--- src/design/cbu_consts.svh ---
// constants for the conditional branch unit
`ifndef CBU_CONSTS_SVH
`define CBU_CONSTS_SVH

// status register bit positions
`define CBU_FLAG_C 3'h0
`define CBU_FLAG_Z 3'h1
`define CBU_FLAG_N 3'h2
`define CBU_FLAG_V 3'h3
// widths
`define CBU_PC_W   16
`define CBU_OFS_W  7
// reset values
`define CBU_PC_RST 16'h0000
// cycles per branch
`define CBU_CYC_NOT_TAKEN 2'h1
`define CBU_CYC_TAKEN     2'h2

`endif

--- src/design/cbu_pkg.sv ---
// types for the conditional branch unit
`default_nettype none
package cbu_pkg;

  typedef enum logic [3:0] {
    CBU_OP_BIT_SET   = 4'h0,
    CBU_OP_BIT_CLEAR = 4'h1,
    CBU_OP_EQ        = 4'h2,
    CBU_OP_NE        = 4'h3,
    CBU_OP_CS        = 4'h4,
    CBU_OP_CC        = 4'h5,
    CBU_OP_SH        = 4'h6,
    CBU_OP_LO        = 4'h7,
    CBU_OP_MI        = 4'h8,
    CBU_OP_PL        = 4'h9,
    CBU_OP_GE        = 4'ha,
    CBU_OP_LT        = 4'hb
  } cbu_op_t;

  // one decoded branch request from the decode stage
  typedef struct packed {
    logic       valid;
    cbu_op_t    op;
    logic [2:0] bit_sel;
    logic [6:0] offset;
  } cbu_req_t;

  typedef enum logic [1:0] {
    CBU_ST_IDLE  = 2'b01,
    CBU_ST_TAKEN = 2'b10
  } cbu_state_t;

endpackage : cbu_pkg
`default_nettype wire

--- src/design/cbu_branch_unit.sv ---
// conditional relative branch unit of the 8-bit core
`include "cbu_consts.svh"
`default_nettype none
module cbu_branch_unit (
  input  wire logic                      ref_clk_in,
  input  wire logic                      rst_in,
  input  wire cbu_pkg::cbu_req_t         req_in,
  input  wire logic [`CBU_PC_W-1:0]      pc_in,
  input  wire logic [7:0]                status_in,
  output logic                           req_ready_out,
  output logic                           done_out,
  output logic                           pc_load_out,
  output logic [`CBU_PC_W-1:0]           pc_target_out,
  output logic [7:0]                     status_out
);

  // ----------------------------------------------------------------
  // helpers
  // ----------------------------------------------------------------
  function automatic logic [`CBU_PC_W-1:0] rel_target(
    input logic [`CBU_PC_W-1:0]  pc,
    input logic [`CBU_OFS_W-1:0] ofs
  );
    logic [`CBU_PC_W-1:0] sx;
    sx = {{(`CBU_PC_W-`CBU_OFS_W){ofs[`CBU_OFS_W-1]}}, ofs};
    // wraps at 16 bits on purpose, the pc space is circular
    return pc + sx + `CBU_PC_W'(1);
  endfunction

  // ----------------------------------------------------------------
  // condition
  // ----------------------------------------------------------------
  logic cond_taken;
  cbu_cond_eval u_cond (
    .op_in      (req_in.op),
    .bit_sel_in (req_in.bit_sel),
    .status_in  (status_in),
    .taken_out  (cond_taken)
  );

  // ----------------------------------------------------------------
  // sequencing
  // ----------------------------------------------------------------
  cbu_pkg::cbu_state_t   state_r;
  cbu_pkg::cbu_state_t   state_nxt;
  logic                  done_r;
  logic                  done_nxt;
  logic                  load_r;
  logic                  load_nxt;
  logic [`CBU_PC_W-1:0]  tgt_r;
  logic [`CBU_PC_W-1:0]  tgt_nxt;
  logic                  accept;

  // a taken branch holds off the next request for its second cycle
  assign req_ready_out = (state_r == cbu_pkg::CBU_ST_IDLE);
  assign accept        = req_in.valid && req_ready_out;

  always_comb begin
    state_nxt = state_r;
    done_nxt  = 1'b0;
    load_nxt  = 1'b0;
    tgt_nxt   = tgt_r;
    unique case (state_r)
      cbu_pkg::CBU_ST_IDLE: begin
        if (accept && cond_taken) begin
          state_nxt = cbu_pkg::CBU_ST_TAKEN;
          tgt_nxt   = rel_target(pc_in, req_in.offset);
        end else if (accept) begin
          done_nxt = 1'b1;
        end
      end
      cbu_pkg::CBU_ST_TAKEN: begin
        state_nxt = cbu_pkg::CBU_ST_IDLE;
        done_nxt  = 1'b1;
        load_nxt  = 1'b1;
      end
      default: state_nxt = cbu_pkg::CBU_ST_IDLE;
    endcase
  end

  always_ff @(posedge ref_clk_in or posedge rst_in) begin
    if (rst_in) begin
      state_r <= cbu_pkg::CBU_ST_IDLE;
      done_r  <= 1'b0;
      load_r  <= 1'b0;
      tgt_r   <= `CBU_PC_RST;
    end else begin
      state_r <= state_nxt;
      done_r  <= done_nxt;
      load_r  <= load_nxt;
      tgt_r   <= tgt_nxt;
    end
  end

  assign done_out      = done_r;
  assign pc_load_out   = load_r;
  // target stands until the next taken branch, not only with the load
  assign pc_target_out = tgt_r;
  // flags pass straight through, branches never write them
  assign status_out    = status_in;
endmodule // cbu_branch_unit
`default_nettype wire

--- src/design/cbu_cond_eval.sv ---
// branch condition evaluator
`include "cbu_consts.svh"
`default_nettype none
module cbu_cond_eval (
  input  wire logic            [3:0] op_in,
  input  wire logic            [2:0] bit_sel_in,
  input  wire logic            [7:0] status_in,
  output logic                       taken_out
);
  logic c;
  logic z;
  logic n;
  logic v;
  assign c = status_in[`CBU_FLAG_C];
  assign z = status_in[`CBU_FLAG_Z];
  assign n = status_in[`CBU_FLAG_N];
  assign v = status_in[`CBU_FLAG_V];

  always_comb begin
    unique case (cbu_pkg::cbu_op_t'(op_in))
      cbu_pkg::CBU_OP_BIT_SET:   taken_out = status_in[bit_sel_in];
      cbu_pkg::CBU_OP_BIT_CLEAR: taken_out = !status_in[bit_sel_in];
      cbu_pkg::CBU_OP_EQ:        taken_out = z;
      cbu_pkg::CBU_OP_NE:        taken_out = !z;
      cbu_pkg::CBU_OP_CS:        taken_out = c;
      cbu_pkg::CBU_OP_CC:        taken_out = !c;
      cbu_pkg::CBU_OP_SH:        taken_out = !c;
      cbu_pkg::CBU_OP_LO:        taken_out = c;
      cbu_pkg::CBU_OP_MI:        taken_out = n;
      cbu_pkg::CBU_OP_PL:        taken_out = !n;
      cbu_pkg::CBU_OP_GE:        taken_out = !(n ^ v);
      cbu_pkg::CBU_OP_LT:        taken_out = n ^ v;
      // unused opcodes never branch
      default:                   taken_out = 1'b0;
    endcase
  end
endmodule // cbu_cond_eval
`default_nettype wire

--- config.mk ---
export PLATFORM = sky130hd
export DESIGN_NAME = cbu_branch_unit
export DESIGN_NICKNAME = d
export VERILOG_FILES = /design/src/design/cbu_pkg.sv /design/src/design/cbu_branch_unit.sv /design/src/design/cbu_cond_eval.sv
export VERILOG_INCLUDE_DIRS = /design/src /design/src/design
export SDC_FILE = /design/constraint.sdc
export NUM_CORES = 1
export LEC_CHECK = 0
export ABC_AREA = 1
export ABC_CLOCK_PERIOD_IN_PS = 1700
export BUFFER_PORTS_ARGS = -buffer_cell sky130_fd_sc_hd__buf_4
export CORE_AREA = 5 5 83 85
export CTS_CLUSTER_DIAMETER = 100
export DETAILED_ROUTE_END_ITERATION = 6
export DIE_AREA = 0 0 88 90
export PLACE_DENSITY = 0.55
export SLEW_MARGIN = 15
export SYNTH_ARGS = -nofsm -noshare
export SYNTH_HDL_FRONTEND = slang
export SYNTH_SLANG_ARGS = --single-unit
--- constraint.sdc ---
create_clock -name ref_clk_in -period 1.7 [get_ports ref_clk_in]
set_input_delay 0.34 -clock ref_clk_in [delete_from_list [all_inputs] [get_ports ref_clk_in]]
set_output_delay 0.34 -clock ref_clk_in [all_outputs]
set_load 0.02 [all_outputs]
==> results of run 1 <==
-- sequential cells by signal, summed over array words and instances (netlist names) --
| signal | cells |
|---|---|
| done_out | 1 |
| pc_load_out | 1 |
| pc_target_out | 16 |
| state_r | 2 |
-- worst reg2reg max path, stage by stage, from the launching register on --
cell and delay, ns:
dfstp_2 0.54, ha_1 0.22, nand2_1 0.08, inv_2 0.15, buf_4 0.22, nand3_1 0.13, nand2_2 0.08
-- per-stage QoR --
step                TNS [ns]  cells  utilization  setup WS [ns]
global placement       -1.22    473        0.445         -0.201
global route               0    477        0.456         0.0235
finish                     0    477        0.456          0.167
floorplan                  0    319            -         0.0160
detailed placement     -1.30    473        0.445         -0.215
CTS                        0    477        0.454         0.0588
-- repair_timing --
action | in CTS | in global routing
endpoints found under the setup margin | 0 | 5
buffers inserted | 0 | 0
gates resized for setup | 0 | 6
-- cell type report --
| cell class | instances | area, um2 | area share |
|---|---|---|---|
| Multi-Input combinational cell | 231 | 1260 | 0.450 |
| Tap cell | 77 | 96.3 | 0.0344 |
| Sequential cell | 20 | 502 | 0.179 |
| Inverter | 57 | 214 | 0.0764 |
| Clock buffer | 4 | 55.1 | 0.0197 |
| Timing Repair Buffer | 88 | 673 | 0.241 |
-- metal layers --
layer | routed length [um] | global-route usage | vias up
met3 | 251 | 0.0146 | 6
met5 | 0 | 0 | -
li1 | - | - | 1143
met2 | 2330 | 0.224 | 49
met4 | 78 | 0.0435 | 0
met1 | 2140 | 0.161 | 908
-- worst max path at each step --
stage	slack [ns]	startpoint	endpoint
global placement	-0.20	req_in[0]	pc_target_out[14]
CTS	0.06	req_in[0]	pc_target_out[14]
floorplan	0.02	req_in[0]	pc_target_out[10]
global route	0.02	req_in[6]	pc_target_out[11]
finish	0.17	req_in[0]	pc_target_out[14]
detailed placement	-0.21	req_in[0]	pc_target_out[14]
-- power by group through the flow --
| stage | clock (mW) | combinational [mW] | sequential [mW] |
|---|---|---|---|
| 2_1_floorplan | 0 | 0.706 | 1.08 |
| 3_3_place_gp | 0 | 1.57 | 0.859 |
| 3_5_place_dp | 0 | 1.58 | 0.865 |
| 4_1_cts | 0.376 | 1.58 | 0.859 |
| 5_1_grt | 0.389 | 1.73 | 0.880 |
| 6_report | 0.362 | 1.56 | 0.850 |
-- Yosys cell counts --
cell type,instances
nand3_4,1
dfstp_2,1
inv_1,56
nand2_2,19
a22oi_2,1
ha_1,17
a21oi_1,12
nor2_1,10
buf_1,1
nand2_4,1
nand4_1,3
nand3_1,36
dfrtp_1,19
nand2_1,112
buf_4,9
nor2_4,1
buf_12,1
inv_2,1
and2_1,2
xor2_1,7
fa_1,1
xnor2_1,1
a22oi_1,1
nor3_1,4
o21ai_0,1
nand3b_1,1
-- cells by family after synthesis --
kind of cell,count (synthesis),share of synthesized area
xor+xnor,8,0.0342
buf+inv,68,0.149
fa+ha+maj,18,0.113
simple gates,190,0.417
flops,20,0.245
compound gates,15,0.0415
==> flow_summary_export.csv, run 1 <==
group,metric,value,unit
clock_network,cts_max_level,1,
critical_path,r2r_slack,0.23,ns
placed_design,port_buffers,67,
grt,antenna_found_initial,0,
sta,fin_worst_skew,0.000820,ns
grt,grt_pass1_vias,2049,
detailed_routing,antenna_left,0,
critical_path,crit_top_cell,"nand2_1",
sta,drv_slew,0,
synthesis,yosysSeqAreaShare,0.245,
pwr,p_seq_frac,0.307,
floorplan,die_h,90,um
clock_network,clock-sinks,20,
critical_path,path_delay_family,"simple AND/OR/NAND/NOR gates",
pwr,cellInternalPower,1.59,mW
pwr,vdd_drop_max,0.490,mV
placed_design,dpl.hpwl,4.19,mm
synthesis,synth_seq_cells,20,
critical_path,r2r_cells,6,
critical_path,crit_slowest_cell,"fa_2",
floorplan,io_pins,68,
grt,grt_pass1_wl,8.54,mm
detailed_routing,wire_per_inst,10.0,um
floorplan,die_area,7920,um2
sta,finalHoldViolCount,0,
pwr,p_leak,1.70,nW
synthesis,ys_types,26,
critical_path,cp.arrival,1.69,ns
floorplan,row_count,29,
grt,grt_overflow,0,
detailed_routing,initialDrtViolationCount,56,
run,maxCapViolCount,0,
synthesis,yosysTopAreaCell,"dfrtp_1",
clock_network,cts_hold_buffers,0,
cells_and_area,nFillCells,657,
critical_path,cp_num_cells,15,
hold_path,hp-class,"input port to asynchronous set/reset pin",
critical_path,path_buf_inv,3,
synthesis,ys_warn_count,0,
pwr,p_sw,1.18,mW
synthesis,syn_inst,319,
synthesis,syn_area,2050,um2
sta,slew_headroom,0.828,
outcome,status,"finished, final reports clean",
sta,rsz0062_at_grt,"false",
pwr,p_sw_frac,0.425,
detailed_routing,vias,2106,
cells_and_area,final_common_cell,"nand2_1",
floorplan,die_x,88,um
sta,setup_viol,0,
sta,period_needed,1.53,ns
detailed_routing,viasPerCell,4.42,
sta,min_period_over_period,0.902,
floorplan,core,6130,um2
critical_path,worstPathRequired,1.85,ns
cells_and_area,diodes,0,
detailed_routing,drt_first_pass_iters,4,
critical_path,start_kind,"input port",
critical_path,critPathMaxFanout,4,
grt,grt_util_all_layers,0.129,
detailed_routing,drc,0,
pwr,combPwrFrac,0.562,
pwr,powerDensity,989,nW/um2
critical_path,worst_path_largest_cell_delay,0.33,ns
placed_design,placed_area,2730,um2
clock_network,cts_max_path_buffers,2,
placed_design,gp_congestion,0.829,
sta,tightestPinTransition,0.258,ns
clock_network,worstSkewPairLatency,0.26,ns
cells_and_area,fin_area,2800,um2
clock_network,cts_root_buf,"clkbuf_8",
clock_network,tritoncts,"done",
synthesis,synthesis.nets,378,
critical_path,crit_path_cell_trace,"buf_4 > inv_1 > ha_1 > inv_1 > fa_2 > nand3_1 > nand2_2 > nand2_2 > nand2_2 > nand2_1 > nand2_1 > nand2_1 > nand2_1 > nand3_1 > nand2_1",
synthesis,syn-mean-instance-area,6.43,um2
cells_and_area,layout.nets,460,
cells_and_area,syn_to_final_growth,36.5,%
grt,grt_max_degree,21,
detailed_routing,wl,4.79,mm
critical_path,critical_path_class,"input port to flip-flop",
sta,whs,0.104,ns
pwr,p_clk_frac,0.131,
pwr,total_power,2.77,mW
critical_path,worst_r2r_startpoint,"state_r[0]",
sta,fmax,652,MHz
cells_and_area,layout-drive-gt1-share,0.308,
floorplan,initial_utilization,0.334,
clock_network,cts_buffers,3,
critical_path,r2r-end,"pc_target_out[9]",
cells_and_area,mostFrequentLayoutCells,"108 x nand2_1, 87 x buf_4, 56 x inv_1",
clock_network,clk_pin_slew_worst_paths,0.07,ns
synthesis,synth_top_area_frac,0.232,
synthesis,synth.area.top_cells,"dfrtp_1 23%, nand2_1 21%, ha_1 10%, inv_1 10%, nand3_1 8.8%",
critical_path,cp-end-kind,"flip-flop",
No activity file was read; power rests on OpenSTA's default activity.
==> run 2: changes to the inputs <==
--- a/config.mk
+++ b/config.mk
@@ -13,6 +13,7 @@
 export CTS_CLUSTER_DIAMETER = 100
 export DETAILED_ROUTE_END_ITERATION = 6
 export DIE_AREA = 0 0 88 90
+export MAX_ROUTING_LAYER = met4
 export PLACE_DENSITY = 0.55
 export SLEW_MARGIN = 15
 export SYNTH_ARGS = -nofsm -noshare
==> run 2 against run 1 <==
Routed wire length unchanged. Count of clock-buffer cells in the layout unchanged. Critical path depth stayed put. First-iteration DRC count stayed put. Power unchanged. Maximum frequency unchanged. Critical endpoint unchanged. Largest cell class unchanged. Largest power group unchanged.
==> flow_summary_export.csv, run 2 (synthesized netlist as in run 1, its figures left out) <==
group,metric,value,unit
outcome,status,"finished, final reports clean",
grt,antenna_found_initial,0,
clock_network,cts_buffers,3,
detailed_routing,drt_first_pass_iters,4,
cells_and_area,fin_util,0.456,
critical_path,crit_top_cell,"nand2_1",
detailed_routing,viasPerCell,4.42,
critical_path,cp.arrival,1.69,ns
sta,finalHoldViolCount,0,
cells_and_area,diodes,0,
floorplan,initial_utilization,0.334,
placed_design,dpl.hpwl,4.19,mm
sta,rsz0062_at_grt,"false",
grt,grt_pass1_wl,8.54,mm
critical_path,crit_slowest_cell,"fa_2",
clock_network,cts_root_buf,"clkbuf_8",
placed_design,gp_congestion,0.841,
floorplan,row_count,29,
sta,drv_slew,0,
clock_network,worstSkewPairLatency,0.26,ns
grt,grt_util_all_layers,0.132,
clock_network,clock-sinks,20,
clock_network,clk_pin_slew_worst_paths,0.07,ns
sta,min_period_over_period,0.902,
critical_path,path_delay_family,"simple AND/OR/NAND/NOR gates",
cells_and_area,final_common_cell,"nand2_1",
critical_path,crit_path_cell_trace,"buf_4 > inv_1 > ha_1 > inv_1 > fa_2 > nand3_1 > nand2_2 > nand2_2 > nand2_2 > nand2_1 > nand2_1 > nand2_1 > nand2_1 > nand3_1 > nand2_1",
placed_design,port_buffers,67,
critical_path,critical_path_class,"input port to flip-flop",
detailed_routing,wl,4.79,mm
pwr,vdd_drop_max,0.490,mV
critical_path,path_buf_inv,3,
sta,fmax,652,MHz
pwr,p_leak,1.70,nW
detailed_routing,vias,2106,
critical_path,worst_path_largest_cell_delay,0.33,ns
cells_and_area,mostFrequentLayoutCells,"108 x nand2_1, 87 x buf_4, 56 x inv_1",
critical_path,worstPathRequired,1.85,ns
grt,grt_max_degree,21,
floorplan,die_area,7920,um2
cells_and_area,largest_register_ff_count,16,
sta,slew_headroom,0.828,
critical_path,start_kind,"input port",
floorplan,core,6130,um2
sta,period_needed,1.53,ns
sta,finalSetupTns,0,ns
sta,tightestPinTransition,0.258,ns
grt,grt_pass1_vias,2049,
sta,setup_viol,0,
floorplan,die_h,90,um
grt,grt_overflow,0,
floorplan,io_pins,68,
cells_and_area,layout-drive-gt1-share,0.308,
hold_path,hp-class,"input port to asynchronous set/reset pin",
sta,fin_worst_skew,0.000820,ns
sta,whs,0.104,ns
clock_network,cts_max_path_buffers,2,
detailed_routing,antenna_left,0,
floorplan,die_x,88,um
detailed_routing,wire_per_inst,10.0,um
clock_network,postCtsSetupRepairBufs,0,
critical_path,r2r_slack,0.23,ns
clock_network,cts_resized,0,
clock_network,cts_hold_buffers,0,
critical_path,cp-end-kind,"flip-flop",
sta,setup_slack,0.167,ns
pwr,powerDensity,989,nW/um2
detailed_routing,initialDrtViolationCount,56,
cells_and_area,layout.nets,460,
critical_path,critPathMaxFanout,4,
placed_design,post-place-ws,-0.215,ns
detailed_routing,drc,0,
clock_network,cts_max_level,1,
pwr,total_power,2.77,mW
cells_and_area,syn_to_final_growth,36.5,%
run,maxCapViolCount,0,
clock_network,tritoncts,"done",
## run 2: cell counts in the layout (fill, tap and decap cells not counted)
Identical to the previous run, type by type.
## run 2: area by class of cell
cell class | instances | area, um2
timing repair buffer | 88 | 673
fill | 657 | 3330
clock buffer | 4 | 55.1
tap | 77 | 96.3
multi-input combinational | 231 | 1260
sequential | 20 | 502
inverter | 57 | 214
## run 2: stage by stage
| stage | cell area (um2) | std cells |
|---|---|---|
| floorplan | 2050 | 319 |
| global placement | 2730 | 473 |
| detailed placement | 2730 | 473 |
| CTS | 2780 | 477 |
| global route | 2800 | 477 |
| finish | 2800 | 477 |
## run 2: power breakdown
| group | internal, mW | switching, mW |
|---|---|---|
| logic | 0.686 | 0.871 |
| registers | 0.699 | 0.151 |
| clock network | 0.206 | 0.156 |
| total | 1.59 | 1.18 |
## run 2: metal layers
layer | vias to the layer above | global-route usage | part of all wire
li1 | 1143 | - | -
met1 | 908 | 0.162 | 0.45
met3 | 6 | 0.0137 | 0.051
met2 | 49 | 0.224 | 0.49
met5 | - | - | 0
met4 | 0 | 0.0435 | 0.016
## run 2: worst reg2reg max path, stage by stage, from the launching register on
cell     delay (ns)
dfstp_2        0.54
ha_1           0.22
nand2_1        0.08
inv_2          0.15
buf_4          0.22
nand3_1        0.13
nand2_2        0.08
## run 2: final timing paths
| kind | to | startpoint | depth (start not counted) |
|---|---|---|---|
| max in group asynchronous | state_r[0] | rst_in | 3 |
| worst min-delay path | pc_load_out | rst_in | 3 |
| worst min register to register | pc_target_out[0] | pc_target_out[0] | 2 |
| min in group ref_clk_in | state_r[0] | req_in[14] | 4 |
| worst max register to register | pc_target_out[9] | state_r[0] | 6 |
| worst max-delay path | pc_target_out[14] | req_in[0] | 15 |
